==> src/ncc_pkg.sv <==
package ncc_pkg;
   // escape pattern in the five high bits of the first opcode byte
   localparam logic [4:0] ESC_PAT = 5'h1b;
   // host queue status codes
   localparam logic [1:0] QS_NONE = 2'h0;
   localparam logic [1:0] QS_FIRST = 2'h1;
   localparam logic [1:0] QS_FLUSH = 2'h2;
   localparam logic [1:0] QS_NEXT = 2'h3;
   // status word field positions
   localparam int SW_BUSY = 15;
   localparam int SW_C3 = 14;
   localparam int SW_TOP = 11;
   localparam int SW_C2 = 10;
   localparam int SW_IRQ = 7;
   // control word: low six bits mask exceptions, bit 7 masks the request
   localparam int CW_IEM = 7;
   localparam logic [15:0] CW_RST = 16'h00bf;
   localparam logic [2:0] TOP_RST = 3'h0;
   // opcode decode
   localparam logic [1:0] MOD_REG = 2'h3;
   localparam logic [2:0] OP_CW = 3'h1;
   localparam logic [2:0] OP_SW = 3'h5;
   localparam logic [2:0] OP_MISC = 3'h3;
   localparam logic [2:0] RF_LDCW = 3'h5;
   localparam logic [2:0] RF_STCW = 3'h7;
   localparam logic [2:0] RF_STSW = 3'h7;
   localparam logic [2:0] RF_CMP = 3'h2;
   localparam logic [7:0] MRM_CLEX = 8'he2;
   localparam logic [7:0] MRM_INIT = 8'he3;
   // widths
   localparam int REG_W = 80;
   localparam int DP_W = 68;
   localparam int NREG = 8;
   // numeric execution time, a least time
   localparam int EXEC_NS = 300;
   localparam int CLK_NS = 100;
   localparam int EXEC_CYC = (EXEC_NS + CLK_NS - 1) / CLK_NS;
   // host bus as seen by the snooper
   typedef struct packed {
      logic fetch;        // code byte on data[7:0]
      logic addr_stb;     // address phase of a host read
      logic data_stb;     // data phase of a host read
      logic [19:0] addr;
      logic [15:0] data;
   } ncc_hbus_t;
   typedef struct packed {
      logic [19:0] addr;
      logic [7:0] b;
   } ncc_qent_t;
   typedef struct packed {
      logic [19:0] ins_addr;
      logic [10:0] opcode;
      logic [19:0] opnd_addr;
   } ncc_expt_t;
   typedef enum {CU_IDLE, CU_MODRM, CU_ADDR, CU_DATA, CU_LOAD, CU_ISSUE, CU_CWAIT} ncc_cu_t;
   typedef enum {BE_IDLE, BE_REQ, BE_WAITG, BE_XFER, BE_REL} ncc_be_t;
   typedef enum {NE_IDLE, NE_EXEC, NE_STORE, NE_SWAIT} ncc_ne_t;
endpackage

==> src/ncc_ctrl.sv <==
`timescale 1ns/1ps
// How it works
// RULE_01: control and execution units run side by side
// RULE_02: shadow host queue from fetches and queue status
// RULE_03: ignore opcodes lacking the escape pattern
// RULE_04: control class runs here, others go to execution
// RULE_05: host does one discarded read for memory escapes
// RULE_06: host runs no cycle for register escapes
// RULE_07: latch operand address from the discarded read
// RULE_08: load takes first word, bus fetches the rest
// RULE_09: store ignores read data, writes later over bus
// RULE_10: eight stack registers of 80 bits
// RULE_11: execution data path is 68 bits wide
// RULE_12: push decrements then writes; pop reads then increments
// RULE_13: top pointer wraps modulo eight
// RULE_14: operand i selects register top plus i
// RULE_15: status bit 15 shows busy
// RULE_16: compares set bits 14 and 10 to 8
// RULE_17: status bits 13 to 11 hold the top pointer
// RULE_18: status bit 7 marks pending host request
// RULE_19: status bits 5 to 0 record exceptions
// RULE_20: status seen only by store, control set by load
// RULE_21: every instruction records its pointers
// RULE_22: escape pattern 11011, pointer keeps eleven opcode bits
// RULE_23: busy output high while executing
// RULE_24: bus taken over request/grant handshake
// RULE_25: interrupt output follows pending bit
module ncc_ctrl #(
   parameter int QDEPTH = 6,
   parameter int EXEC_CYC = ncc_pkg::EXEC_CYC
) (
   input wire logic i_ref_clk,                 // 10 MHz host clock
   input wire logic i_sys_rst,                 // synchronous reset, high
   input wire ncc_pkg::ncc_hbus_t i_hbus,      // snooped host bus
   input wire logic [1:0] i_qs,                // host queue status
   input wire logic i_rqgt_i,                  // request/grant line in
   output logic o_rqgt_o,                      // request/grant line out
   output logic o_rqgt_oe,                     // request/grant drive enable
   output logic [19:0] o_mem_addr,             // own bus cycle address
   output logic [15:0] o_mem_wdata,            // own bus write data
   output logic o_mem_rd,                      // own read cycle
   output logic o_mem_wr,                      // own write cycle
   input wire logic i_mem_ready,               // own cycle completes
   input wire logic [15:0] i_mem_rdata,        // own read data
   input wire logic [5:0] i_neu_exc,           // exceptions from arithmetic
   output logic o_busy,                        // executing
   output logic o_int_req,                     // interrupt request to host
   output ncc_pkg::ncc_expt_t o_expt           // exception pointers
);
   localparam int QW = $clog2(QDEPTH);

   if (QDEPTH < 2 || EXEC_CYC < 1)
   begin : g_chk
      $error("ncc_ctrl: QDEPTH must be >= 2 and EXEC_CYC >= 1");
   end

   ncc_pkg::ncc_qent_t q_r [QDEPTH];
   logic [QW-1:0] q_rd_r, q_wr_r;
   logic [QW:0] q_cnt_r;
   ncc_pkg::ncc_qent_t head;
   logic q_pop, q_push, q_flush;

   // queue shadow; host and device consume the same bytes in the same order
   assign head = q_r[q_rd_r];
   assign q_flush = (i_qs == ncc_pkg::QS_FLUSH);
   assign q_pop = (i_qs == ncc_pkg::QS_FIRST || i_qs == ncc_pkg::QS_NEXT) && q_cnt_r != '0; // see RULE_02
   assign q_push = i_hbus.fetch && (q_cnt_r != (QW+1)'(QDEPTH) || q_pop);

   always_ff @(posedge i_ref_clk)
   begin
      if (i_sys_rst || q_flush)
      begin
         q_rd_r <= '0;
         q_wr_r <= '0;
         q_cnt_r <= '0;
      end
      else
      begin
         if (q_push)
            q_wr_r <= (q_wr_r == QW'(QDEPTH - 1)) ? '0 : q_wr_r + 1'b1; // see RULE_02
         if (q_pop)
            q_rd_r <= (q_rd_r == QW'(QDEPTH - 1)) ? '0 : q_rd_r + 1'b1;
         q_cnt_r <= q_cnt_r + (QW+1)'(q_push) - (QW+1)'(q_pop);
      end
   end

   // queue storage needs no reset; entries are only read behind the count
   always_ff @(posedge i_ref_clk)
   begin
      if (q_push)
         q_r[q_wr_r] <= '{addr: i_hbus.addr, b: i_hbus.data[7:0]};
   end

   // instruction control unit state
   ncc_pkg::ncc_cu_t cu_r;
   ncc_pkg::ncc_be_t be_r;
   ncc_pkg::ncc_ne_t ne_r;
   logic [19:0] ins_addr_r, opnd_r;
   logic [2:0] ophi_r, top_r, nwords, be_first, be_last, be_idx_r, be_end_r;
   logic [7:0] mrm_r;
   logic [15:0] cw_r, sw;
   logic [79:0] obuf_r, wbuf_r;
   logic [5:0] exc_r;
   logic [3:0] cc_r;
   logic is_mem, is_load, is_ctl, issue_go, neu_go, ctl_clex, ctl_init, be_start, be_wr, be_done, irq;

   assign is_mem = (mrm_r[7:6] != ncc_pkg::MOD_REG);
   assign is_load = ~mrm_r[4];
   assign nwords = {1'b0, ophi_r[2:1]} + 3'h1;
   // control class is handled here and never reaches execution
   assign is_ctl = is_mem ? ((ophi_r == ncc_pkg::OP_CW && (mrm_r[5:3] == ncc_pkg::RF_LDCW
      || mrm_r[5:3] == ncc_pkg::RF_STCW)) || (ophi_r == ncc_pkg::OP_SW && mrm_r[5:3] == ncc_pkg::RF_STSW))
      : (ophi_r == ncc_pkg::OP_MISC && (mrm_r == ncc_pkg::MRM_CLEX || mrm_r == ncc_pkg::MRM_INIT)); // see RULE_04
   assign issue_go = (cu_r == ncc_pkg::CU_ISSUE) && ne_r == ncc_pkg::NE_IDLE;
   assign neu_go = issue_go && !is_ctl; // see RULE_04
   assign ctl_clex = issue_go && is_ctl && !is_mem && mrm_r == ncc_pkg::MRM_CLEX;
   assign ctl_init = issue_go && is_ctl && !is_mem && mrm_r == ncc_pkg::MRM_INIT;

   // decode sequence; runs while the execution unit is still busy
   always_ff @(posedge i_ref_clk)
   begin
      if (i_sys_rst)
      begin
         cu_r <= ncc_pkg::CU_IDLE;
         ins_addr_r <= '0;
         ophi_r <= '0;
         mrm_r <= '0;
         opnd_r <= '0;
      end
      else if (q_flush)
         cu_r <= ncc_pkg::CU_IDLE;
      else
      begin
         case (cu_r) // see RULE_01
            ncc_pkg::CU_IDLE:
               if (q_pop && i_qs == ncc_pkg::QS_FIRST && head.b[7:3] == ncc_pkg::ESC_PAT) // see RULE_03
               begin
                  ins_addr_r <= head.addr;
                  ophi_r <= head.b[2:0]; // see RULE_22
                  cu_r <= ncc_pkg::CU_MODRM;
               end
            ncc_pkg::CU_MODRM:
               if (q_pop && i_qs == ncc_pkg::QS_NEXT)
               begin
                  mrm_r <= head.b;
                  // the host reads only for a memory operand
                  cu_r <= (head.b[7:6] != ncc_pkg::MOD_REG) ? ncc_pkg::CU_ADDR : ncc_pkg::CU_ISSUE; // see RULE_06
               end
               else if (q_pop)
                  cu_r <= ncc_pkg::CU_IDLE;
            ncc_pkg::CU_ADDR:
               if (i_hbus.addr_stb)
               begin
                  opnd_r <= i_hbus.addr; // see RULE_07
                  cu_r <= ncc_pkg::CU_DATA; // see RULE_05
               end
            ncc_pkg::CU_DATA:
               if (i_hbus.data_stb)
                  cu_r <= (is_load && !is_ctl && nwords != 3'h1) ? ncc_pkg::CU_LOAD : ncc_pkg::CU_ISSUE;
            ncc_pkg::CU_LOAD:
               if (be_done)
                  cu_r <= ncc_pkg::CU_ISSUE;
            ncc_pkg::CU_ISSUE:
               if (ne_r == ncc_pkg::NE_IDLE)
                  cu_r <= (is_ctl && is_mem && !is_load) ? ncc_pkg::CU_CWAIT : ncc_pkg::CU_IDLE;
            ncc_pkg::CU_CWAIT:
               if (be_done)
                  cu_r <= ncc_pkg::CU_IDLE;
            default:
               cu_r <= ncc_pkg::CU_IDLE;
         endcase
      end
   end

   // control word is written by its load instruction and set back to CW_RST by init
   always_ff @(posedge i_ref_clk)
   begin
      if (i_sys_rst || ctl_init)
         cw_r <= ncc_pkg::CW_RST;
      else if (cu_r == ncc_pkg::CU_DATA && i_hbus.data_stb && is_ctl && is_load)
         cw_r <= i_hbus.data; // see RULE_20
   end

   // pointers taken at issue of every instruction
   always_ff @(posedge i_ref_clk)
   begin
      if (i_sys_rst)
         o_expt <= '0;
      else if (issue_go)
      begin
         o_expt.ins_addr <= ins_addr_r; // see RULE_21
         o_expt.opcode <= {ophi_r, mrm_r}; // see RULE_22
         if (is_mem)
            o_expt.opnd_addr <= opnd_r;
      end
   end

   // operand buffer: first word from the host read, rest from own cycles
   always_ff @(posedge i_ref_clk)
   begin
      if (i_sys_rst)
         obuf_r <= '0;
      else if (cu_r == ncc_pkg::CU_DATA && i_hbus.data_stb && is_load)
         obuf_r <= {64'h0, i_hbus.data}; // see RULE_08
      else if (be_r == ncc_pkg::BE_XFER && !be_wr && i_mem_ready)
         obuf_r[{be_idx_r, 4'h0} +: 16] <= i_mem_rdata;
   end

   // bus engine: load rest, control store, or numeric store
   assign be_start = (be_r == ncc_pkg::BE_IDLE) && ((cu_r == ncc_pkg::CU_DATA && i_hbus.data_stb && is_load
      && !is_ctl && nwords != 3'h1) || (issue_go && is_ctl && is_mem && !is_load)
      || ne_r == ncc_pkg::NE_STORE); // see RULE_08
   assign be_first = (ne_r == ncc_pkg::NE_STORE || cu_r == ncc_pkg::CU_ISSUE) ? 3'h0 : 3'h1;
   assign be_last = (cu_r == ncc_pkg::CU_ISSUE) ? 3'h0 : nwords - 3'h1;
   assign be_done = (be_r == ncc_pkg::BE_REL);
   // request and release are one-cycle pulses on the shared line
   assign o_rqgt_oe = (be_r == ncc_pkg::BE_REQ) || (be_r == ncc_pkg::BE_REL); // see RULE_24
   assign o_rqgt_o = o_rqgt_oe;

   always_ff @(posedge i_ref_clk)
   begin
      if (i_sys_rst)
      begin
         be_r <= ncc_pkg::BE_IDLE;
         be_wr <= 1'b0;
         be_idx_r <= '0;
         be_end_r <= '0;
         o_mem_addr <= '0;
         o_mem_wdata <= '0;
         o_mem_rd <= 1'b0;
         o_mem_wr <= 1'b0;
      end
      else
      begin
         case (be_r)
            ncc_pkg::BE_IDLE:
               if (be_start)
               begin
                  be_wr <= (cu_r != ncc_pkg::CU_DATA);
                  be_idx_r <= be_first;
                  be_end_r <= be_last;
                  be_r <= ncc_pkg::BE_REQ;
               end
            ncc_pkg::BE_REQ:
               be_r <= ncc_pkg::BE_WAITG;
            ncc_pkg::BE_WAITG:
               if (i_rqgt_i)
               begin
                  o_mem_addr <= opnd_r + {16'h0, be_idx_r, 1'b0};
                  o_mem_wdata <= wbuf_r[{be_idx_r, 4'h0} +: 16]; // see RULE_09
                  o_mem_rd <= !be_wr;
                  o_mem_wr <= be_wr;
                  be_r <= ncc_pkg::BE_XFER;
               end
            ncc_pkg::BE_XFER:
               if (i_mem_ready)
               begin
                  // words follow back to back without releasing the bus
                  if (be_idx_r == be_end_r)
                  begin
                     o_mem_rd <= 1'b0;
                     o_mem_wr <= 1'b0;
                     be_r <= ncc_pkg::BE_REL;
                  end
                  else
                  begin
                     o_mem_addr <= opnd_r + {16'h0, be_idx_r + 3'h1, 1'b0};
                     o_mem_wdata <= wbuf_r[{be_idx_r + 3'h1, 4'h0} +: 16];
                  end
                  be_idx_r <= be_idx_r + 3'h1;
               end
            ncc_pkg::BE_REL:
               be_r <= ncc_pkg::BE_IDLE;
            default:
               be_r <= ncc_pkg::BE_IDLE;
         endcase
      end
   end

   // numeric execution unit
   logic [79:0] st_r [ncc_pkg::NREG];
   logic [2:0] phys, top_dn;
   logic [7:0] x_mrm_r;
   logic [79:0] x_op_r;
   logic [15:0] ecnt_r;
   logic [ncc_pkg::DP_W-1:0] dp_a, dp_b;
   logic x_mem, x_done;

   assign x_mem = (x_mrm_r[7:6] != ncc_pkg::MOD_REG);
   assign phys = top_r + x_mrm_r[2:0]; // see RULE_14
   assign top_dn = top_r - 3'h1; // see RULE_13
   assign dp_a = st_r[top_r][ncc_pkg::DP_W-1:0]; // see RULE_11
   assign dp_b = st_r[phys][ncc_pkg::DP_W-1:0];
   assign x_done = (ne_r == ncc_pkg::NE_EXEC) && ecnt_r == 16'(EXEC_CYC - 1);

   always_ff @(posedge i_ref_clk)
   begin
      if (i_sys_rst || ctl_init)
      begin
         ne_r <= ncc_pkg::NE_IDLE;
         top_r <= ncc_pkg::TOP_RST;
         cc_r <= '0;
         ecnt_r <= '0;
         x_mrm_r <= '0;
         x_op_r <= '0;
         wbuf_r <= '0;
      end
      else
      begin
         case (ne_r)
            ncc_pkg::NE_IDLE:
               if (neu_go)
               begin
                  x_mrm_r <= mrm_r;
                  x_op_r <= obuf_r;
                  ecnt_r <= '0;
                  ne_r <= ncc_pkg::NE_EXEC;
               end
               else if (cu_r == ncc_pkg::CU_ISSUE && is_ctl && is_mem && !is_load)
                  wbuf_r <= {64'h0, (mrm_r[5:3] == ncc_pkg::RF_STSW && ophi_r == ncc_pkg::OP_SW) ? sw : cw_r};
            ncc_pkg::NE_EXEC:
               if (x_done)
               begin
                  ne_r <= ncc_pkg::NE_IDLE;
                  if (x_mem && !x_mrm_r[4])
                     top_r <= top_dn; // see RULE_12
                  else if (x_mem)
                  begin
                     wbuf_r <= st_r[top_r]; // see RULE_12
                     ne_r <= ncc_pkg::NE_STORE;
                  end
                  else if (x_mrm_r[5:3] == ncc_pkg::RF_CMP)
                     cc_r <= {dp_a == dp_b, 2'b00, dp_a < dp_b}; // see RULE_16
               end
               else
                  ecnt_r <= ecnt_r + 16'h1;
            ncc_pkg::NE_STORE:
               if (be_r == ncc_pkg::BE_IDLE)
                  ne_r <= ncc_pkg::NE_SWAIT;
            ncc_pkg::NE_SWAIT:
               if (be_done)
               begin
                  if (x_mrm_r[3])
                     top_r <= top_r + 3'h1; // see RULE_13
                  ne_r <= ncc_pkg::NE_IDLE;
               end
            default:
               ne_r <= ncc_pkg::NE_IDLE;
         endcase
      end
   end

   // stack file, one generate entry per register
   for (genvar gi = 0; gi < ncc_pkg::NREG; gi++)
   begin : g_st
      always_ff @(posedge i_ref_clk)
      begin
         if (i_sys_rst)
            st_r[gi] <= '0; // see RULE_10
         else if (x_done && x_mem && !x_mrm_r[4] && top_dn == 3'(gi))
            st_r[gi] <= x_op_r; // see RULE_12
         else if (x_done && !x_mem && x_mrm_r[5:3] != ncc_pkg::RF_CMP && top_r == 3'(gi))
            st_r[gi] <= st_r[phys];
      end
   end

   // exceptions are sticky; a same-cycle report beats a clear
   always_ff @(posedge i_ref_clk)
   begin
      if (i_sys_rst)
         exc_r <= '0;
      else
         exc_r <= ((ctl_clex || ctl_init) ? 6'h00 : exc_r)
                  | ((ne_r == ncc_pkg::NE_EXEC) ? i_neu_exc : 6'h00); // see RULE_19
   end

   // status word exists only as the source of its store instruction
   assign irq = |(exc_r & ~cw_r[5:0]) && !cw_r[ncc_pkg::CW_IEM]; // see RULE_18
   assign sw = {o_busy, cc_r[3], top_r, cc_r[2:0], irq, 1'b0, exc_r}; // see RULE_17
   assign o_busy = (ne_r != ncc_pkg::NE_IDLE); // see RULE_15, RULE_23
   assign o_int_req = irq; // see RULE_25
endmodule

==> config.mk <==
export PLATFORM = sky130hd
export DESIGN_NAME = ncc_ctrl
export DESIGN_NICKNAME = d
export VERILOG_FILES = /design/src/ncc_pkg.sv /design/src/ncc_ctrl.sv
export SDC_FILE = /design/constraint.sdc
export NUM_CORES = 2
export LEC_CHECK = 0
export ABC_CLOCK_PERIOD_IN_PS = 6100
export BUFFER_PORTS_ARGS = -buffer_cell sky130_fd_sc_hd__buf_2
export CAP_MARGIN = 10
export CELL_PAD_IN_SITES_DETAIL_PLACEMENT = 1
export CELL_PAD_IN_SITES_GLOBAL_PLACEMENT = 1
export CORE_MARGIN = 2
export CORE_UTILIZATION = 51
export DETAILED_ROUTE_END_ITERATION = 7
export GPL_ROUTABILITY_DRIVEN = 0
export PLACE_DENSITY_LB_ADDON = 0.15
export SETUP_SLACK_MARGIN = 0.05
export SLEW_MARGIN = 20
export SYNTH_ARGS = -nofsm -noshare
export SYNTH_HDL_FRONTEND = slang
export SYNTH_SLANG_ARGS = --single-unit
==> constraint.sdc <==
create_clock -name i_ref_clk -period 6.1 [get_ports i_ref_clk]
set_clock_uncertainty 0.2 [all_clocks]
set_input_delay 0.305 -clock i_ref_clk [delete_from_list [all_inputs] [get_ports i_ref_clk]]
set_output_delay 0.305 -clock i_ref_clk [all_outputs]
set_load 0.01 [all_outputs]
==> out/results.ini <==
[pwr]
total_power_mw = 19.7
peakVddDrop_mv = 0.289
total_leakage_power_nw = 23.4
powerDensity_nw_per_um2 = 281

[setup_path]
path_class = reg -> reg
start_kind = register
slowest_delay_ns = 0.65
worstPathArrival_ns = 6.22
cp_top_family = simple AND/OR/NAND/NOR gates
cp_common_cell = nand4_1
crit_buf_inv = 3
path_max_fanout = 18
crit_required_ns = 6.61
path_cells = inv_1 -> fa_4 -> xor2_1 -> xnor2_2 -> buf_12 -> buf_4 -> mux4_2 -> mux2i_1 -> ha_1 -> nand4_1 -> nor4_1 -> nand4_1 -> or4_1 -> a21oi_1
end_kind = register
cp_slowest_cell = mux2i_1

[clocking]
worstSkewPairLatency_ns = 0.82
path_clk_slew_ns = 0.06
clkSinkCount = 1270
cts_inserted_buffers = 139
cts_root_buf = clkbuf_16
cts_buffer_depth = 3
cts_tree = built
h-tree-depth = 4

[grt]
grt_overflow = 0
grt_pass1_vias = 50700
antenna_found_initial = 13
grt_pass1_wl_um = 340000
grtUsageTotal = 0.378
grt_max_degree = 87

[sta]
whs_ns = 0.133
hold_viol_final = 0
post-route-period-util = 0.935
max_slew_margin = 0.190
setup_tns_ns = 0
setup_violations = 0
worst_slack_ns = 0.394
tightest_slew_ns = 1.21
drv_slew = 0
rsz0062_at_grt = no
layout_min_cycle_time_ns = 5.71
fmax_mhz = 175

[floorplan]
fp.dieW_um = 352
die_area_um2 = 124000
fp.dieH_um = 352
row_count = 127
initial_core_util = 0.514
boundaryPins = 160
coreArea_um2 = 120000

[cells_and_area]
final_nets = 5663
design_area_um2 = 70000
final_util = 0.584
stdcell_count = 7229
drive_gt1_frac = 0.186
n_fill_cell = 12200
synthToLayoutAreaGrowth_pct = 13.5

[synth]
synthArstFlopShare = 0
seq_area_frac_synth = 0.543
syn_area_um2 = 61700
synthFlopType = edfxtp_1
synth-seq-cells = 1270
postSynthNetCount = 5623
synth-edff-count = 808
yosysWarnings = 0
synth.area.top_cells = edfxtp_1, dfxtp_1, mux4_2, nand2_1, o21ai_0
synth.avg_cell_area_um2 = 11.3
syn_inst = 5457
yosys.area.top_type = edfxtp_1
yosysUniqueCellTypes = 67
synth_top_area_frac = 0.393

[routing]
drc = 0
drt_first_pass_iters = 7
vias_per_cell = 6.79
wl_per_cell_um = 32.4
detail_route.iter0.violations = 5662
routed_wirelength_um = 234000
drtAntennaViolNets = 0
dr_total_vias = 49100

[placed_design]
dpl.cell_count = 6900
pre_cts_ws_ns = 0.416
portBuffers = 159
hpwl_um = 135000
postPlaceCellArea_um2 = 64600

[status]
status = completed

[min_path]
hold_class = in -> reg

[job]
max_cap_violations = 0

placed cells by master (no fill, tap or decap), types with 141 or more instances in the layout:
cell type  synthesis  layout
a21oi_1          283     283
buf_2             24     158
buf_4              3     145
clkbuf_16          0     141
dfxtp_1          462     456
edfxtp_1         808     808
mux2i_1          195     194
mux4_2           364     364
nand2_1         1076    1067
nand3_1          198     194
nor2_1           243     239
o21ai_0          715     714
state kept, by name (all words and copies together) (netlist names), 20 cells and up, named ones only:
register    flops
ins_addr_r     20
o_expt         51
o_mem_addr     20
obuf_r         80
opnd_r         20
q_r           168
st_r          640
wbuf_r         80
x_op_r         80
synthesized netlist by cell type (16+ instances only):
library cell,number
clkbuf_1,386
xnor2_1,20
a21oi_1,283
mux2_2,72
inv_1,42
o21ai_0,715
nand4_1,26
xor2_1,26
buf_1,83
a211oi_1,39
edfxtp_1,808
o211ai_1,16
mux4_2,364
dfxtp_1,462
nor2_1,243
a22oi_1,38
ha_1,96
a221oi_1,19
buf_2,24
o31ai_1,18
mux2i_1,195
nand2_1,1076
nand3_1,198
nor3_1,39
power by group:
part	switching (mW)	total, mW	internal [mW]
registers	0.151	9.49	9.34
clock network	3.72	8.89	5.17
logic	0.835	1.33	0.492
total	4.71	19.7	15.0
final timing paths:
kind,start,endpoint,slack (ns),depth (start not counted)
worst max-delay path,top_r[1]$_SDFFE_PP0P_,cc_r[3]$_SDFFE_PP0P_,0.39,14
worst min-delay path,i_hbus[23],q_r[5][15]$_DFFE_PP_,0.13,2
worst max register to register,top_r[1]$_SDFFE_PP0P_,cc_r[3]$_SDFFE_PP0P_,0.39,14
worst min register to register,obuf_r[20]$_SDFFE_PP0P_,x_op_r[20]$_SDFFE_PP0P_,0.25,2
layout make-up:
cell class | count | area [µm²] | share of cell area
multi-input cells | 3648 | 26500 | 0.379
inverters | 42 | 158 | 0.00225
well taps | 1612 | 2020 | 0.0288
diodes | 2 | 5.00 | 0.0000715
repair buffers | 396 | 3050 | 0.0436
clock inverters | 66 | 800 | 0.0114
flip-flops and latches | 1270 | 33500 | 0.479
clock buffers | 193 | 3960 | 0.0566
what timing repair did:
item | in CTS | in global routing
gates resized for setup | 0 | 1
hold endpoints to repair | 351 | 0
buffers inserted | 0 | 0
setup endpoints to repair | 0 | 1
hold buffers | 68 | 0
cells by family after synthesis:
logic type	Yosys count	synth area share
and+or+nand+nor	1677	0.113
DFF	1270	0.543
AOI/OAI and AO/OA	1195	0.106
muxes	631	0.178
buffers and inverters	539	0.0336
adders and majority gates	99	0.0204
xor gates and xnor gates	46	0.00653
metal layers:
layer,vias up,wire [µm],global-route usage
met1,24800,86200,0.479
met3,790,26500,0.0955
li1,20200,-,-
met4,8,12600,0.194
met2,3284,108000,0.601
met5,-,58,0
Power figures use the tool's default switching activity.
